<file path="src/hw/bpt_pkg.sv">
package bpt_pkg;

  // --------------------------------------------------------------------
  // backplane resources
  // --------------------------------------------------------------------
  localparam int SLOT_COUNT    = 14;
  localparam int BUSED_TRIGGER_LINE_LINES    = 12;
  localparam int LB_PAIRS      = 18;
  localparam int LB_MIN_PAIRS  = 18;
  localparam int LB_MID_PAIRS  = 42;
  localparam int LB_MAX_PAIRS  = 62;

  // --------------------------------------------------------------------
  // clocking
  // --------------------------------------------------------------------
  localparam int MCLK_PERIOD_NS = 10;
  localparam int REF_FREQ_MHZ   = 100;
  localparam int REF_TOL_PPM    = 100;
  localparam int DUTY_MIN_PCT   = 45;
  localparam int DUTY_MAX_PCT   = 50;
  // oe leads the first clock edge and trails the last one
  localparam int GUARD_TIME_NS  = 10;
  localparam int CNT_W          = 4;
  localparam logic [CNT_W-1:0] GUARD_CYCLES =
    CNT_W'((GUARD_TIME_NS + MCLK_PERIOD_NS - 1) / MCLK_PERIOD_NS);
  localparam logic [CNT_W-1:0] CNT_ZERO = 4'h0;
  localparam logic [CNT_W-1:0] CNT_ONE  = 4'h1;

  // --------------------------------------------------------------------
  // reset and drive levels
  // --------------------------------------------------------------------
  localparam logic DRV_OFF_LVL = 1'b0;
  localparam logic DRV_ON_LVL  = 1'b1;

  typedef enum logic [1:0] {
    DRV_IDLE  = 2'h0,
    DRV_LEAD  = 2'h1,
    DRV_RUN   = 2'h3,
    DRV_TRAIL = 2'h2
  } drv_state_e;

endpackage

</file>
<file path="src/hw/drv_if.sv">
`timescale 1ns/1ps
interface drv_if;
  logic shmEnable;
  logic hostAllow;
  logic oe;
  logic clkHigh;
  logic active;

  modport gate (input shmEnable, input hostAllow, output oe, output clkHigh, output active);
  modport top  (output shmEnable, output hostAllow, input oe, input clkHigh, input active);
endinterface

</file>
<file path="src/hw/clock_driver_gate.sv">
`timescale 1ns/1ps
module clock_driver_gate (
  // clock and reset
  input  wire logic mclk,
  input  wire logic rstn,
  // driver group
  drv_if.gate       drv
);

  // --------------------------------------------------------------------
  // state
  // --------------------------------------------------------------------
  typedef struct packed {
    logic                      meta;
    logic                      sync;
    bpt_pkg::drv_state_e       state;
    logic [bpt_pkg::CNT_W-1:0] cnt;
    logic                      oe;
    logic                      clkHigh;
    logic                      active;
  } gate_s;

  gate_s st;
  gate_s next_st;
  logic  allowed;

  assign allowed = st.sync && drv.hostAllow;

  always_comb begin
    next_st      = st;
    next_st.meta = drv.shmEnable;
    next_st.sync = st.meta;
    case (st.state)
      bpt_pkg::DRV_IDLE: begin
        if (allowed) begin
          next_st.state = bpt_pkg::DRV_LEAD;
          next_st.oe    = bpt_pkg::DRV_ON_LVL;
          next_st.cnt   = bpt_pkg::GUARD_CYCLES - bpt_pkg::CNT_ONE;
        end
      end
      bpt_pkg::DRV_LEAD: begin
        if (!allowed) begin
          next_st.state = bpt_pkg::DRV_IDLE;
          next_st.oe    = bpt_pkg::DRV_OFF_LVL;
        end else if (st.cnt == bpt_pkg::CNT_ZERO) begin
          // clock starts once the lead guard count has run out, authorisation still held
          next_st.state   = bpt_pkg::DRV_RUN;
          next_st.clkHigh = bpt_pkg::DRV_ON_LVL;
          next_st.active  = bpt_pkg::DRV_ON_LVL;
        end else begin
          next_st.cnt = st.cnt - bpt_pkg::CNT_ONE;
        end
      end
      bpt_pkg::DRV_RUN: begin
        if (!allowed) begin
          next_st.state   = bpt_pkg::DRV_TRAIL;
          next_st.clkHigh = bpt_pkg::DRV_OFF_LVL;
          next_st.active  = bpt_pkg::DRV_OFF_LVL;
          next_st.cnt     = bpt_pkg::GUARD_CYCLES - bpt_pkg::CNT_ONE;
        end
      end
      bpt_pkg::DRV_TRAIL: begin
        if (st.cnt == bpt_pkg::CNT_ZERO) begin
          next_st.state = bpt_pkg::DRV_IDLE;
          next_st.oe    = bpt_pkg::DRV_OFF_LVL;
        end else begin
          next_st.cnt = st.cnt - bpt_pkg::CNT_ONE;
        end
      end
      default: begin
        next_st = '0;
      end
    endcase
  end

  always_ff @(posedge mclk) begin
    if (!rstn) begin
      st <= '0;
    end else begin
      st <= next_st;
    end
  end

  assign drv.oe      = st.oe;
  assign drv.clkHigh = st.clkHigh;
  assign drv.active  = st.active;

  // --------------------------------------------------------------------
  // checks
  // --------------------------------------------------------------------
  a_oe_needs_auth: assert property (@(posedge mclk) disable iff (!rstn)
    $rose(drv.oe) |-> $past(drv.shmEnable, 3) && $past(drv.hostAllow))
    else $error("driver enabled without authorisation");

  a_clk_prompt_start: assert property (@(posedge mclk) disable iff (!rstn)
    $rose(drv.oe) && allowed |=> drv.clkHigh)
    else $error("clock did not start one cycle after oe");

  a_clk_under_oe: assert property (@(posedge mclk) disable iff (!rstn)
    drv.clkHigh |-> drv.oe)
    else $error("clock toggles while driver disabled");

  a_clk_prompt_stop: assert property (@(posedge mclk) disable iff (!rstn)
    drv.clkHigh && !allowed |=> !drv.clkHigh ##1 !drv.oe)
    else $error("clock or oe late to stop");

endmodule // clock_driver_gate

</file>
<file path="src/hw/backplane_clock_trigger_enable.sv">
`timescale 1ns/1ps
module backplane_clock_trigger_enable (
  // clock and reset
  input  wire logic                           mclk,
  input  wire logic                           rstn,

  // shelf manager authorisations, asynchronous pins
  input  wire logic                           shmInstrClkEn,
  input  wire logic                           shmFabricClkEn,
  input  wire logic                           shmLocalBusEn,

  // host software controls
  input  wire logic                           hostInstrClkAllow,
  input  wire logic                           hostFabricClkAllow,
  input  wire logic                           hostLocalBusAllow,
  input  wire logic [bpt_pkg::BUSED_TRIGGER_LINE_LINES-1:0] hostTrigEn,
  input  wire logic [bpt_pkg::BUSED_TRIGGER_LINE_LINES-1:0] hostTrigData,
  input  wire logic [bpt_pkg::BUSED_TRIGGER_LINE_LINES-1:0] trigContentionClr,
  input  wire logic [bpt_pkg::LB_PAIRS-1:0]   lbTxData,

  // instrument reference clock driver
  output      logic                           instrument_ref_clock_oe,
  output      logic                           instrument_ref_clock_high,
  output      logic                           instrClkActive,

  // fabric reference clock driver
  output      logic                           fabric_ref_clock_oe,
  output      logic                           fabric_ref_clock_high,
  output      logic                           fabricClkActive,

  // bused trigger lines
  input  wire logic [bpt_pkg::BUSED_TRIGGER_LINE_LINES-1:0] bused_trigger_line_in,
  output      logic [bpt_pkg::BUSED_TRIGGER_LINE_LINES-1:0] bused_trigger_line_out,
  output      logic [bpt_pkg::BUSED_TRIGGER_LINE_LINES-1:0] bused_trigger_line_oe,
  output      logic [bpt_pkg::BUSED_TRIGGER_LINE_LINES-1:0] trigRx,
  output      logic [bpt_pkg::BUSED_TRIGGER_LINE_LINES-1:0] trigContention,

  // local bus port
  input  wire logic [bpt_pkg::LB_PAIRS-1:0]   lbIn,
  output      logic [bpt_pkg::LB_PAIRS-1:0]   lbOut,
  output      logic [bpt_pkg::LB_PAIRS-1:0]   lbOe,
  output      logic [bpt_pkg::LB_PAIRS-1:0]   lbRx,
  output      logic                           lbActive
);

  // --------------------------------------------------------------------
  // helpers
  // --------------------------------------------------------------------
  // one enable bit spread over the whole local bus port
  function automatic logic [bpt_pkg::LB_PAIRS-1:0] spread_port(input logic en);
    spread_port = {bpt_pkg::LB_PAIRS{en}};
  endfunction

  // lines whose value held for three cycles
  function automatic logic [bpt_pkg::BUSED_TRIGGER_LINE_LINES-1:0] settled(
    input logic [bpt_pkg::BUSED_TRIGGER_LINE_LINES-1:0] v0,
    input logic [bpt_pkg::BUSED_TRIGGER_LINE_LINES-1:0] v1,
    input logic [bpt_pkg::BUSED_TRIGGER_LINE_LINES-1:0] v2
  );
    settled = ~(v0 ^ v1) & ~(v0 ^ v2);
  endfunction

  // --------------------------------------------------------------------
  // clock driver groups
  // --------------------------------------------------------------------
  drv_if instrDrv ();
  drv_if fabricDrv ();

  // each group sees only its own authorisation
  assign instrDrv.shmEnable  = shmInstrClkEn;
  assign instrDrv.hostAllow  = hostInstrClkAllow;
  assign fabricDrv.shmEnable = shmFabricClkEn;
  assign fabricDrv.hostAllow = hostFabricClkAllow;

  clock_driver_gate u_instr_gate (
    .mclk (mclk),
    .rstn (rstn),
    .drv  (instrDrv.gate)
  );

  clock_driver_gate u_fabric_gate (
    .mclk (mclk),
    .rstn (rstn),
    .drv  (fabricDrv.gate)
  );

  // high-phase data for an output ddr cell whose low phase is tied low:
  // mclk forwarded at 50 % duty, single backplane output
  assign instrument_ref_clock_oe   = instrDrv.oe;
  assign instrument_ref_clock_high = instrDrv.clkHigh;
  assign instrClkActive            = instrDrv.active;
  // same internal reference serves the fabric ports, fixed frequency
  assign fabric_ref_clock_oe       = fabricDrv.oe;
  assign fabric_ref_clock_high     = fabricDrv.clkHigh;
  assign fabricClkActive           = fabricDrv.active;

  // --------------------------------------------------------------------
  // trigger and local bus state
  // --------------------------------------------------------------------
  typedef struct packed {
    logic [bpt_pkg::BUSED_TRIGGER_LINE_LINES-1:0] trigMeta;
    logic [bpt_pkg::BUSED_TRIGGER_LINE_LINES-1:0] trigSync;
    logic [bpt_pkg::BUSED_TRIGGER_LINE_LINES-1:0] trigOe;
    logic [bpt_pkg::BUSED_TRIGGER_LINE_LINES-1:0] trigOeD1;
    logic [bpt_pkg::BUSED_TRIGGER_LINE_LINES-1:0] trigOeD2;
    logic [bpt_pkg::BUSED_TRIGGER_LINE_LINES-1:0] trigOut;
    logic [bpt_pkg::BUSED_TRIGGER_LINE_LINES-1:0] trigOutD1;
    logic [bpt_pkg::BUSED_TRIGGER_LINE_LINES-1:0] trigOutD2;
    logic [bpt_pkg::BUSED_TRIGGER_LINE_LINES-1:0] trigContention;
    logic                           lbShmMeta;
    logic                           lbShmSync;
    logic                           lbActive;
    logic [bpt_pkg::LB_PAIRS-1:0]   lbOe;
    logic [bpt_pkg::LB_PAIRS-1:0]   lbOut;
    logic [bpt_pkg::LB_PAIRS-1:0]   lbMeta;
    logic [bpt_pkg::LB_PAIRS-1:0]   lbSync;
  } core_s;

  core_s                          st;
  core_s                          next_st;
  logic [bpt_pkg::BUSED_TRIGGER_LINE_LINES-1:0] trigSteady;
  logic [bpt_pkg::BUSED_TRIGGER_LINE_LINES-1:0] trigMismatch;
  logic                           lbAllowed;

  // --------------------------------------------------------------------
  // next state
  // --------------------------------------------------------------------
  always_comb begin
    next_st = st;

    // trigger receive path, two flops per line
    next_st.trigMeta = bused_trigger_line_in;
    next_st.trigSync = st.trigMeta;

    // drive only lines that software enabled
    next_st.trigOe  = hostTrigEn;
    next_st.trigOut = hostTrigData & hostTrigEn;

    // history to compare driven level against the synced pin
    next_st.trigOeD1  = st.trigOe;
    next_st.trigOeD2  = st.trigOeD1;
    next_st.trigOutD1 = st.trigOut;
    next_st.trigOutD2 = st.trigOutD1;

    trigSteady = st.trigOe & st.trigOeD1 & st.trigOeD2
               & settled(st.trigOut, st.trigOutD1, st.trigOutD2);
    trigMismatch = trigSteady & (st.trigSync ^ st.trigOutD2);

    // another module fights our line: sticky, set wins over clear
    next_st.trigContention = (st.trigContention & ~trigContentionClr) | trigMismatch;

    // local bus authorisation, two flops
    next_st.lbShmMeta = shmLocalBusEn;
    next_st.lbShmSync = st.lbShmMeta;
    lbAllowed         = st.lbShmSync && hostLocalBusAllow;

    // whole port switches together
    next_st.lbActive = lbAllowed;
    next_st.lbOe     = spread_port(lbAllowed);
    next_st.lbOut    = lbTxData & spread_port(lbAllowed);

    // local bus receive path
    next_st.lbMeta = lbIn;
    next_st.lbSync = st.lbMeta;
  end

  // --------------------------------------------------------------------
  // registers
  // --------------------------------------------------------------------
  always_ff @(posedge mclk) begin
    if (!rstn) begin
      st <= '0;
    end else begin
      st <= next_st;
    end
  end

  // --------------------------------------------------------------------
  // outputs
  // --------------------------------------------------------------------
  assign bused_trigger_line_out = st.trigOut;
  assign bused_trigger_line_oe  = st.trigOe;
  assign trigRx                 = st.trigSync;
  assign trigContention         = st.trigContention;
  assign lbOut                  = st.lbOut;
  assign lbOe                   = st.lbOe;
  assign lbRx                   = st.lbSync;
  assign lbActive               = st.lbActive;

  // --------------------------------------------------------------------
  // checks
  // --------------------------------------------------------------------
  a_reset_all_off: assert property (@(posedge mclk)
    !rstn |=> (bused_trigger_line_oe == '0) && (lbOe == '0)
              && !instrument_ref_clock_oe && !fabric_ref_clock_oe)
    else $error("a driver is on after reset");

  a_bused_trigger_line_host_gate: assert property (@(posedge mclk) disable iff (!rstn)
    $past(rstn) |-> (bused_trigger_line_oe & ~$past(hostTrigEn)) == '0)
    else $error("trigger line driven without host enable");

  a_bused_trigger_line_follow_en: assert property (@(posedge mclk) disable iff (!rstn)
    $past(rstn) |-> bused_trigger_line_oe == $past(hostTrigEn))
    else $error("trigger enable not taken in one cycle");

  a_bused_trigger_line_quiet_low: assert property (@(posedge mclk) disable iff (!rstn)
    (bused_trigger_line_out & ~bused_trigger_line_oe) == '0)
    else $error("trigger data active on an undriven line");

  a_contention_sticky: assert property (@(posedge mclk) disable iff (!rstn)
    $past(rstn) |-> ($past(trigContention) & ~$past(trigContentionClr) & ~trigContention) == '0)
    else $error("contention flag lost without clear");

  a_lb_whole_port: assert property (@(posedge mclk) disable iff (!rstn)
    (lbOe == '0) || (lbOe == '1))
    else $error("local bus enabled pair by pair");

  a_lb_shm_first: assert property (@(posedge mclk) disable iff (!rstn)
    $rose(lbOe[0]) |-> $past(shmLocalBusEn, 3) && $past(hostLocalBusAllow))
    else $error("local bus driven before shelf manager enable");

  a_lb_shm_drop: assert property (@(posedge mclk) disable iff (!rstn)
    !shmLocalBusEn [*3] |=> (lbOe == '0) && (lbOut == '0))
    else $error("local bus still driven after enable withdrawn");

  a_lb_width_fit: assert property (@(posedge mclk) disable iff (!rstn)
    bpt_pkg::LB_PAIRS == bpt_pkg::LB_MIN_PAIRS || bpt_pkg::LB_PAIRS == bpt_pkg::LB_MID_PAIRS
    || bpt_pkg::LB_PAIRS == bpt_pkg::LB_MAX_PAIRS)
    else $error("local bus width not a fitted size");

  a_clk_groups_apart: assert property (@(posedge mclk) disable iff (!rstn)
    $rose(instrument_ref_clock_oe) |-> $past(shmInstrClkEn, 3))
    else $error("instrument clock enabled by another authorisation");

  a_fabric_apart: assert property (@(posedge mclk) disable iff (!rstn)
    $rose(fabric_ref_clock_oe) |-> $past(shmFabricClkEn, 3))
    else $error("fabric clock enabled by another authorisation");

endmodule // backplane_clock_trigger_enable

</file>
<file path="config.mk">
export PLATFORM = sky130hd
export DESIGN_NAME = backplane_clock_trigger_enable
export DESIGN_NICKNAME = d
export VERILOG_FILES = /design/src/hw/bpt_pkg.sv /design/src/hw/drv_if.sv /design/src/hw/clock_driver_gate.sv /design/src/hw/backplane_clock_trigger_enable.sv
export SDC_FILE = /design/constraint.sdc
export NUM_CORES = 1
export LEC_CHECK = 0
export BUFFER_PORTS_ARGS = -buffer_cell sky130_fd_sc_hd__buf_4
export CAP_MARGIN = 20
export CORE_MARGIN = 2
export CORE_UTILIZATION = 51
export DETAILED_ROUTE_END_ITERATION = 16
export GPL_ROUTABILITY_DRIVEN = 0
export GPL_TIMING_DRIVEN = 0
export PLACE_DENSITY_LB_ADDON = 0.3
export SLEW_MARGIN = 20
export SYNTH_ARGS = -nofsm -noshare
export SYNTH_HDL_FRONTEND = slang
export SYNTH_SLANG_ARGS = --single-unit
</file>
<file path="constraint.sdc">
create_clock -name mclk -period 2.1 [get_ports mclk]
set_input_delay 0.315 -clock mclk [delete_from_list [all_inputs] [get_ports mclk]]
set_output_delay 0.315 -clock mclk [all_outputs]
set_load 0.02 [all_outputs]
</file>
==> results of run 1 <==
## final cells by class
| type | count | area (sq um) |
|---|---|---|
| Clock inverter | 9 | 90.1 |
| Inverter | 10 | 37.5 |
| Tap cell | 176 | 220 |
| Clock buffer | 21 | 470 |
| Buffer | 125 | 862 |
| Fill cell | 1007 | 4030 |
| Sequential cell | 185 | 3700 |
| Multi-Input combinational cell | 317 | 2170 |
| Timing Repair Buffer | 200 | 1500 |
## power by group through the flow
stage | Sequential (mW) | Combinational (mW) | Clock, mW
final | 3.69 | 0.663 | 2.99
after global routing | 3.71 | 0.720 | 3.21
after CTS | 3.69 | 0.672 | 3.06
after detailed placement | 3.77 | 0.668 | 0
after global placement | 3.76 | 0.652 | 0
after floorplan | 3.76 | 0.363 | 0
## cell usage in the layout (no fill, tap or decap), types with 3 or more instances in the layout
| cell type | count |
|---|---|
| buf_4 | 304 |
| dfxtp_1 | 185 |
| and2_1 | 144 |
| a21oi_1 | 23 |
| clkbuf_1 | 18 |
| clkbuf_16 | 17 |
| and3_1 | 14 |
| nand2_1 | 14 |
| nand2b_1 | 14 |
| ha_1 | 13 |
| and4b_1 | 12 |
| nor4b_1 | 12 |
| o2111ai_1 | 12 |
| nor2_1 | 11 |
| inv_1 | 9 |
| nor3_1 | 5 |
| o21ai_1 | 4 |
| nand3b_1 | 4 |
| o21ai_0 | 3 |
| clkbuf_8 | 3 |
## flip-flops by register name, summed over array words and instances (netlist names), 7 cells and up
name	count
st	25
bused_trigger_line_oe	12
u_fabric_gate.st	7
lbRx	18
trigContention	12
u_instr_gate.st	7
lbOut	18
next_st	55
trigRx	12
bused_trigger_line_out	12
## metrics by stage
stage | hold WS (ps) | power [mW] | worst slack, ps | cell area, sq um | cells
after detailed placement | 417 | 4.44 | 312 | 8500 | 1013
after global routing | 86.3 | 7.64 | 164 | 9060 | 1043
after CTS | 88.4 | 7.42 | 291 | 9060 | 1043
after global placement | 413 | 4.42 | 431 | 8500 | 1013
after floorplan | 412 | 4.12 | 499 | 6770 | 637
final | 102 | 7.35 | 252 | 9060 | 1043
## path summary, 6_finish.rpt
kind / startpoint / endpoint / slack [ps] / cells past startpoint
max: u_fabric_gate.st[3]$_SDFFE_PN0P_ / u_fabric_gate.st[7]$_SDFFE_PN0P_ / 250 / 6
min: lbTxData[4] / lbOut[4]$_SDFF_PN0_ / 100 / 2
max reg2reg: u_fabric_gate.st[3]$_SDFFE_PN0P_ / u_fabric_gate.st[7]$_SDFFE_PN0P_ / 250 / 6
min reg2reg: next_st[10]$_SDFF_PN0_ / lbRx[10]$_SDFF_PN0_ / 430 / 1
## per-layer routing
layer	GRT usage	share of wire
met1	0.237	0.41
met2	0.370	0.50
met3	0.0647	0.075
met4	0.0833	0.018
met5	0	0
## logic make-up (layout without fill, tap and decap cells)
kind of cell    Yosys count  in the layout  share of synthesized area
mux                       1              1                    0.00148
fa+ha+maj                13             13                     0.0240
buf+inv                 135            365                      0.133
simple gates            238            238                      0.223
compound gates           65             65                     0.0720
flops                   185            185                      0.547
==> reports/metrics.cfg, run 1 <==
[cts]
post_cts.repair.setup_buffers=0
htreeDepth=4
cts_tree=built
cts_inserted_buffers=17
cts.repair.resized=0
clkTransAtPathRegs_ps=60
clock-root-buffer=clkbuf_16
clock_sinks=185
hold_buffers=0
worstSkewPairLatency_ps=410
cts_buffer_depth=2

[worst_setup_path]
cp_num_buf_inv=1
crit_family=compound AO/OA/AOI/OAI gates
start_kind=flip-flop
cp_slowest_stage_delay_ps=450
critPathMaxFanout=5
path_cells=inv_1, ha_1, or3b_4, a32oi_2, a21oi_1, a311oi_1
cp.required_ps=2400
crit_arrival_ps=2150
cp_slowest_cell=or3b_4
worstSetupPathType=reg2reg
end_kind=flip-flop

[pwr]
power_frac_comb=0.090
vdd_drop_max_uv=555
switching_share=0.222
p_clk_frac=0.407
power.switching_mw=1.63
seqPwrFrac=0.503
internal_power_mw=5.71
leakagePower_nw=4.27
power_density_nw_per_um2=811

[drt]
drtIter0Drc=241
routedWlPerCell_um=14.2
ant_nets=0
vias_per_cell=4.71
vias=4911
drt-total-wl_um=14800
drc=0
dr.pass1.iters=4

[hold_path]
hold_path.class=in2reg

[die]
io_pins=201
die_x_um=119
core_sq_um=13100
die_area_sq_um=14200
rows=42
start_util=0.518
die_h_um=119

[grt]
grt-ovfl-total=0
first_global_vias=4810
grt_pass1_wl_um=23300
grt_max_degree=20
grtUsageTotal=0.210
antenna_found_initial=0

[logic_synthesis]
netlist-cell-type-count=46
async_reset_ff_frac=0
yosysWarnings=0
synth_edf_count=0
syn_inst=637
synth_fp_nets=742
synth.area.top_cells=dfxtp_1, and2_1, buf_4, ha_1, and4b_1
synth-seq-area-share=0.547
ys_seq_elements=185
synth_top_area_frac=0.547
ys.flop_type=dfxtp_1
netlist_area_sq_um=6770
synthTopCellsByCount=dfxtp_1, and2_1, buf_4, a21oi_1, clkbuf_1
synth.most_common_cell=dfxtp_1
syn_area_per_cell_sq_um=10.6
synth_area_leader_cell=dfxtp_1

[sta]
finalMaxSlewViolations=0
fmax_mhz=541
setup_viol=0
tns_ps=0
final_hold_viol_count=0
worst_slew_pin_slew_ps=761
fin_skew_ps=6.58
finalCritPeriodShare=0.880
rsz0062_at_grt=false
fin_crit_ps=1850
max-slew-margin-rel=0.493

[placement]
place_hpwl_um=10800
portBuffers=200

[finish]
area_delta_synth_final_pct=33.7
layout-drive-gt1-share=0.398
antennaDiodeCount=0
final_core_util=0.692
fin_nets=961

[flow_run]
cap_violations=0

[outcome]
outcome=finished clean

No activity file was read; power rests on OpenSTA's default activity.
==> inputs of run 2 (changes only) <==
--- a/config.mk
+++ b/config.mk
@@ -7,8 +7,10 @@
 export LEC_CHECK = 0
 export BUFFER_PORTS_ARGS = -buffer_cell sky130_fd_sc_hd__buf_4
 export CAP_MARGIN = 20
+export CELL_PAD_IN_SITES_DETAIL_PLACEMENT = 1
+export CELL_PAD_IN_SITES_GLOBAL_PLACEMENT = 1
 export CORE_MARGIN = 2
-export CORE_UTILIZATION = 51
+export CORE_UTILIZATION = 39
 export DETAILED_ROUTE_END_ITERATION = 16
 export GPL_ROUTABILITY_DRIVEN = 0
 export GPL_TIMING_DRIVEN = 0
==> reports/metrics.cfg, run 2 (same netlist as run 1, synthesis figures left out) <==
[die]
die_x_um=136
die_h_um=136
rows=48
io_pins=201
die_area_sq_um=18400
core_sq_um=17100
start_util=0.396

[placement]
portBuffers=200
place_hpwl_um=12900

[pwr]
vdd_drop_max_uv=524
power.switching_mw=1.68
internal_power_mw=5.88
switching_share=0.223
leakagePower_nw=4.29
power_density_nw_per_um2=826
p_total_mw=7.56
seqPwrFrac=0.489
p_clk_frac=0.422
power_frac_comb=0.089

[drt]
drtIter0Drc=148
routedWlPerCell_um=15.7
ant_nets=0
vias=4940
dr.pass1.iters=4
drc=0
drt-total-wl_um=17100
vias_per_cell=4.52

[worst_setup_path]
cp_slowest_stage_delay_ps=340
path_cells=inv_1, ha_1, or3b_1, buf_2, a22oi_1, o21ai_1, a221oi_2
crit_arrival_ps=2110
worstSetupPathType=reg2reg
critPathMaxFanout=6
cp_slowest_cell=or3b_1
cp_num_buf_inv=2
crit_family=compound AO/OA/AOI/OAI gates
end_kind=flip-flop
start_kind=flip-flop
cp.required_ps=2430

[sta]
fin_skew_ps=6.60
fin_crit_ps=1780
worst_slew_pin_slew_ps=757
finalMaxSlewViolations=0
finalCritPeriodShare=0.848
max-slew-margin-rel=0.495
setup_viol=0
rsz0062_at_grt=false
tns_ps=0
fmax_mhz=561
final_hold_viol_count=0
hold_ws_ps=94.2

[finish]
fin_nets=961
area_delta_synth_final_pct=35.2
final_core_util=0.535
largest_reg_flops=55
layout_commonest_cell=buf_4
antennaDiodeCount=0
n_fill_cell=1917
final_cell_mix=buf_4, dfxtp_1, and2_1, a21oi_1, clkbuf_1
layout-drive-gt1-share=0.398

[cts]
post_cts.repair.setup_buffers=0
htreeDepth=4
clock-root-buffer=clkbuf_16
cts.repair.resized=0
clkTransAtPathRegs_ps=70
clock_sinks=185
worstSkewPairLatency_ps=420
cts_buffer_depth=2
cts_inserted_buffers=17
hold_buffers=0
cts_tree=built

[flow_run]
cap_violations=0

[grt]
first_global_vias=5274
gr-max-usage-layer=met2
globalRouteMet1Util=0.211
grt_max_degree=20
met3_usage=0.0550
grt_use_met2=0.346
grt-ovfl-total=0
grtUsageTotal=0.189
antenna_found_initial=0
grt_pass1_wl_um=26900

[hold_path]
hold_path.class=in2reg

[outcome]
outcome=finished clean

## run 2: cell count changes in the layout (fill, tap and decap cells not counted)
cell        previous run  this run
clkbuf_8               3         4
clkinv_4               2         3
clkbuf_1              18        19
bufinv_16              1         2
inv_6                  2         1
clkinvlp_4             2         1
## run 2: power groups by stage
stage / combinational (mW) / sequential, mW / clock (mW)
floorplan: 0.363 / 3.76 / 0
global placement: 0.659 / 3.77 / 0
detailed placement: 0.682 / 3.78 / 0
CTS: 0.687 / 3.70 / 3.28
global route: 0.735 / 3.71 / 3.43
finish: 0.674 / 3.70 / 3.20
## run 2: stage by stage
step / std cells / setup WS (ps) / cell area (sq um)
2_1_floorplan: 637 / 499 / 6770
3_3_place_gp: 1062 / 391 / 8560
3_5_place_dp: 1062 / 319 / 8560
4_1_cts: 1094 / 292 / 9160
5_1_grt: 1094 / 188 / 9160
6_report: 1094 / 319 / 9160
## run 2: area by class of cell
type,count,area (sq um),area share
inverter,10,37.5,0.00410
sequential,185,3700,0.404
clock inverter,9,113,0.0123
clock buffer,23,488,0.0533
tap,225,282,0.0307
timing repair buffer,200,1500,0.164
buffer,125,862,0.0941
multi-input combinational,317,2170,0.237
## run 2: final timing paths
kind              cells past startpoint                            start                              end  slack, ps
setup / recovery                      7  u_instr_gate.st[3]$_SDFFE_PN0P_  u_instr_gate.st[7]$_SDFFE_PN0P_        320
hold / removal                        2                      lbTxData[5]              lbOut[5]$_SDFF_PN0_         90
setup reg to reg                      7  u_instr_gate.st[3]$_SDFFE_PN0P_  u_instr_gate.st[7]$_SDFFE_PN0P_        320
hold reg to reg                       1          next_st[165]$_SDFF_PN0_             trigRx[6]$_SDFF_PN0_        430
## run 2: routing by layer
layer / up-vias / part of all wire / wire length, um
met2: 133 / 0.52 / 8920
met3: 16 / 0.061 / 1050
met5: - / 0 / 0
met1: 2346 / 0.40 / 6930
met4: 0 / 0.013 / 221
li1: 2445 / - / -
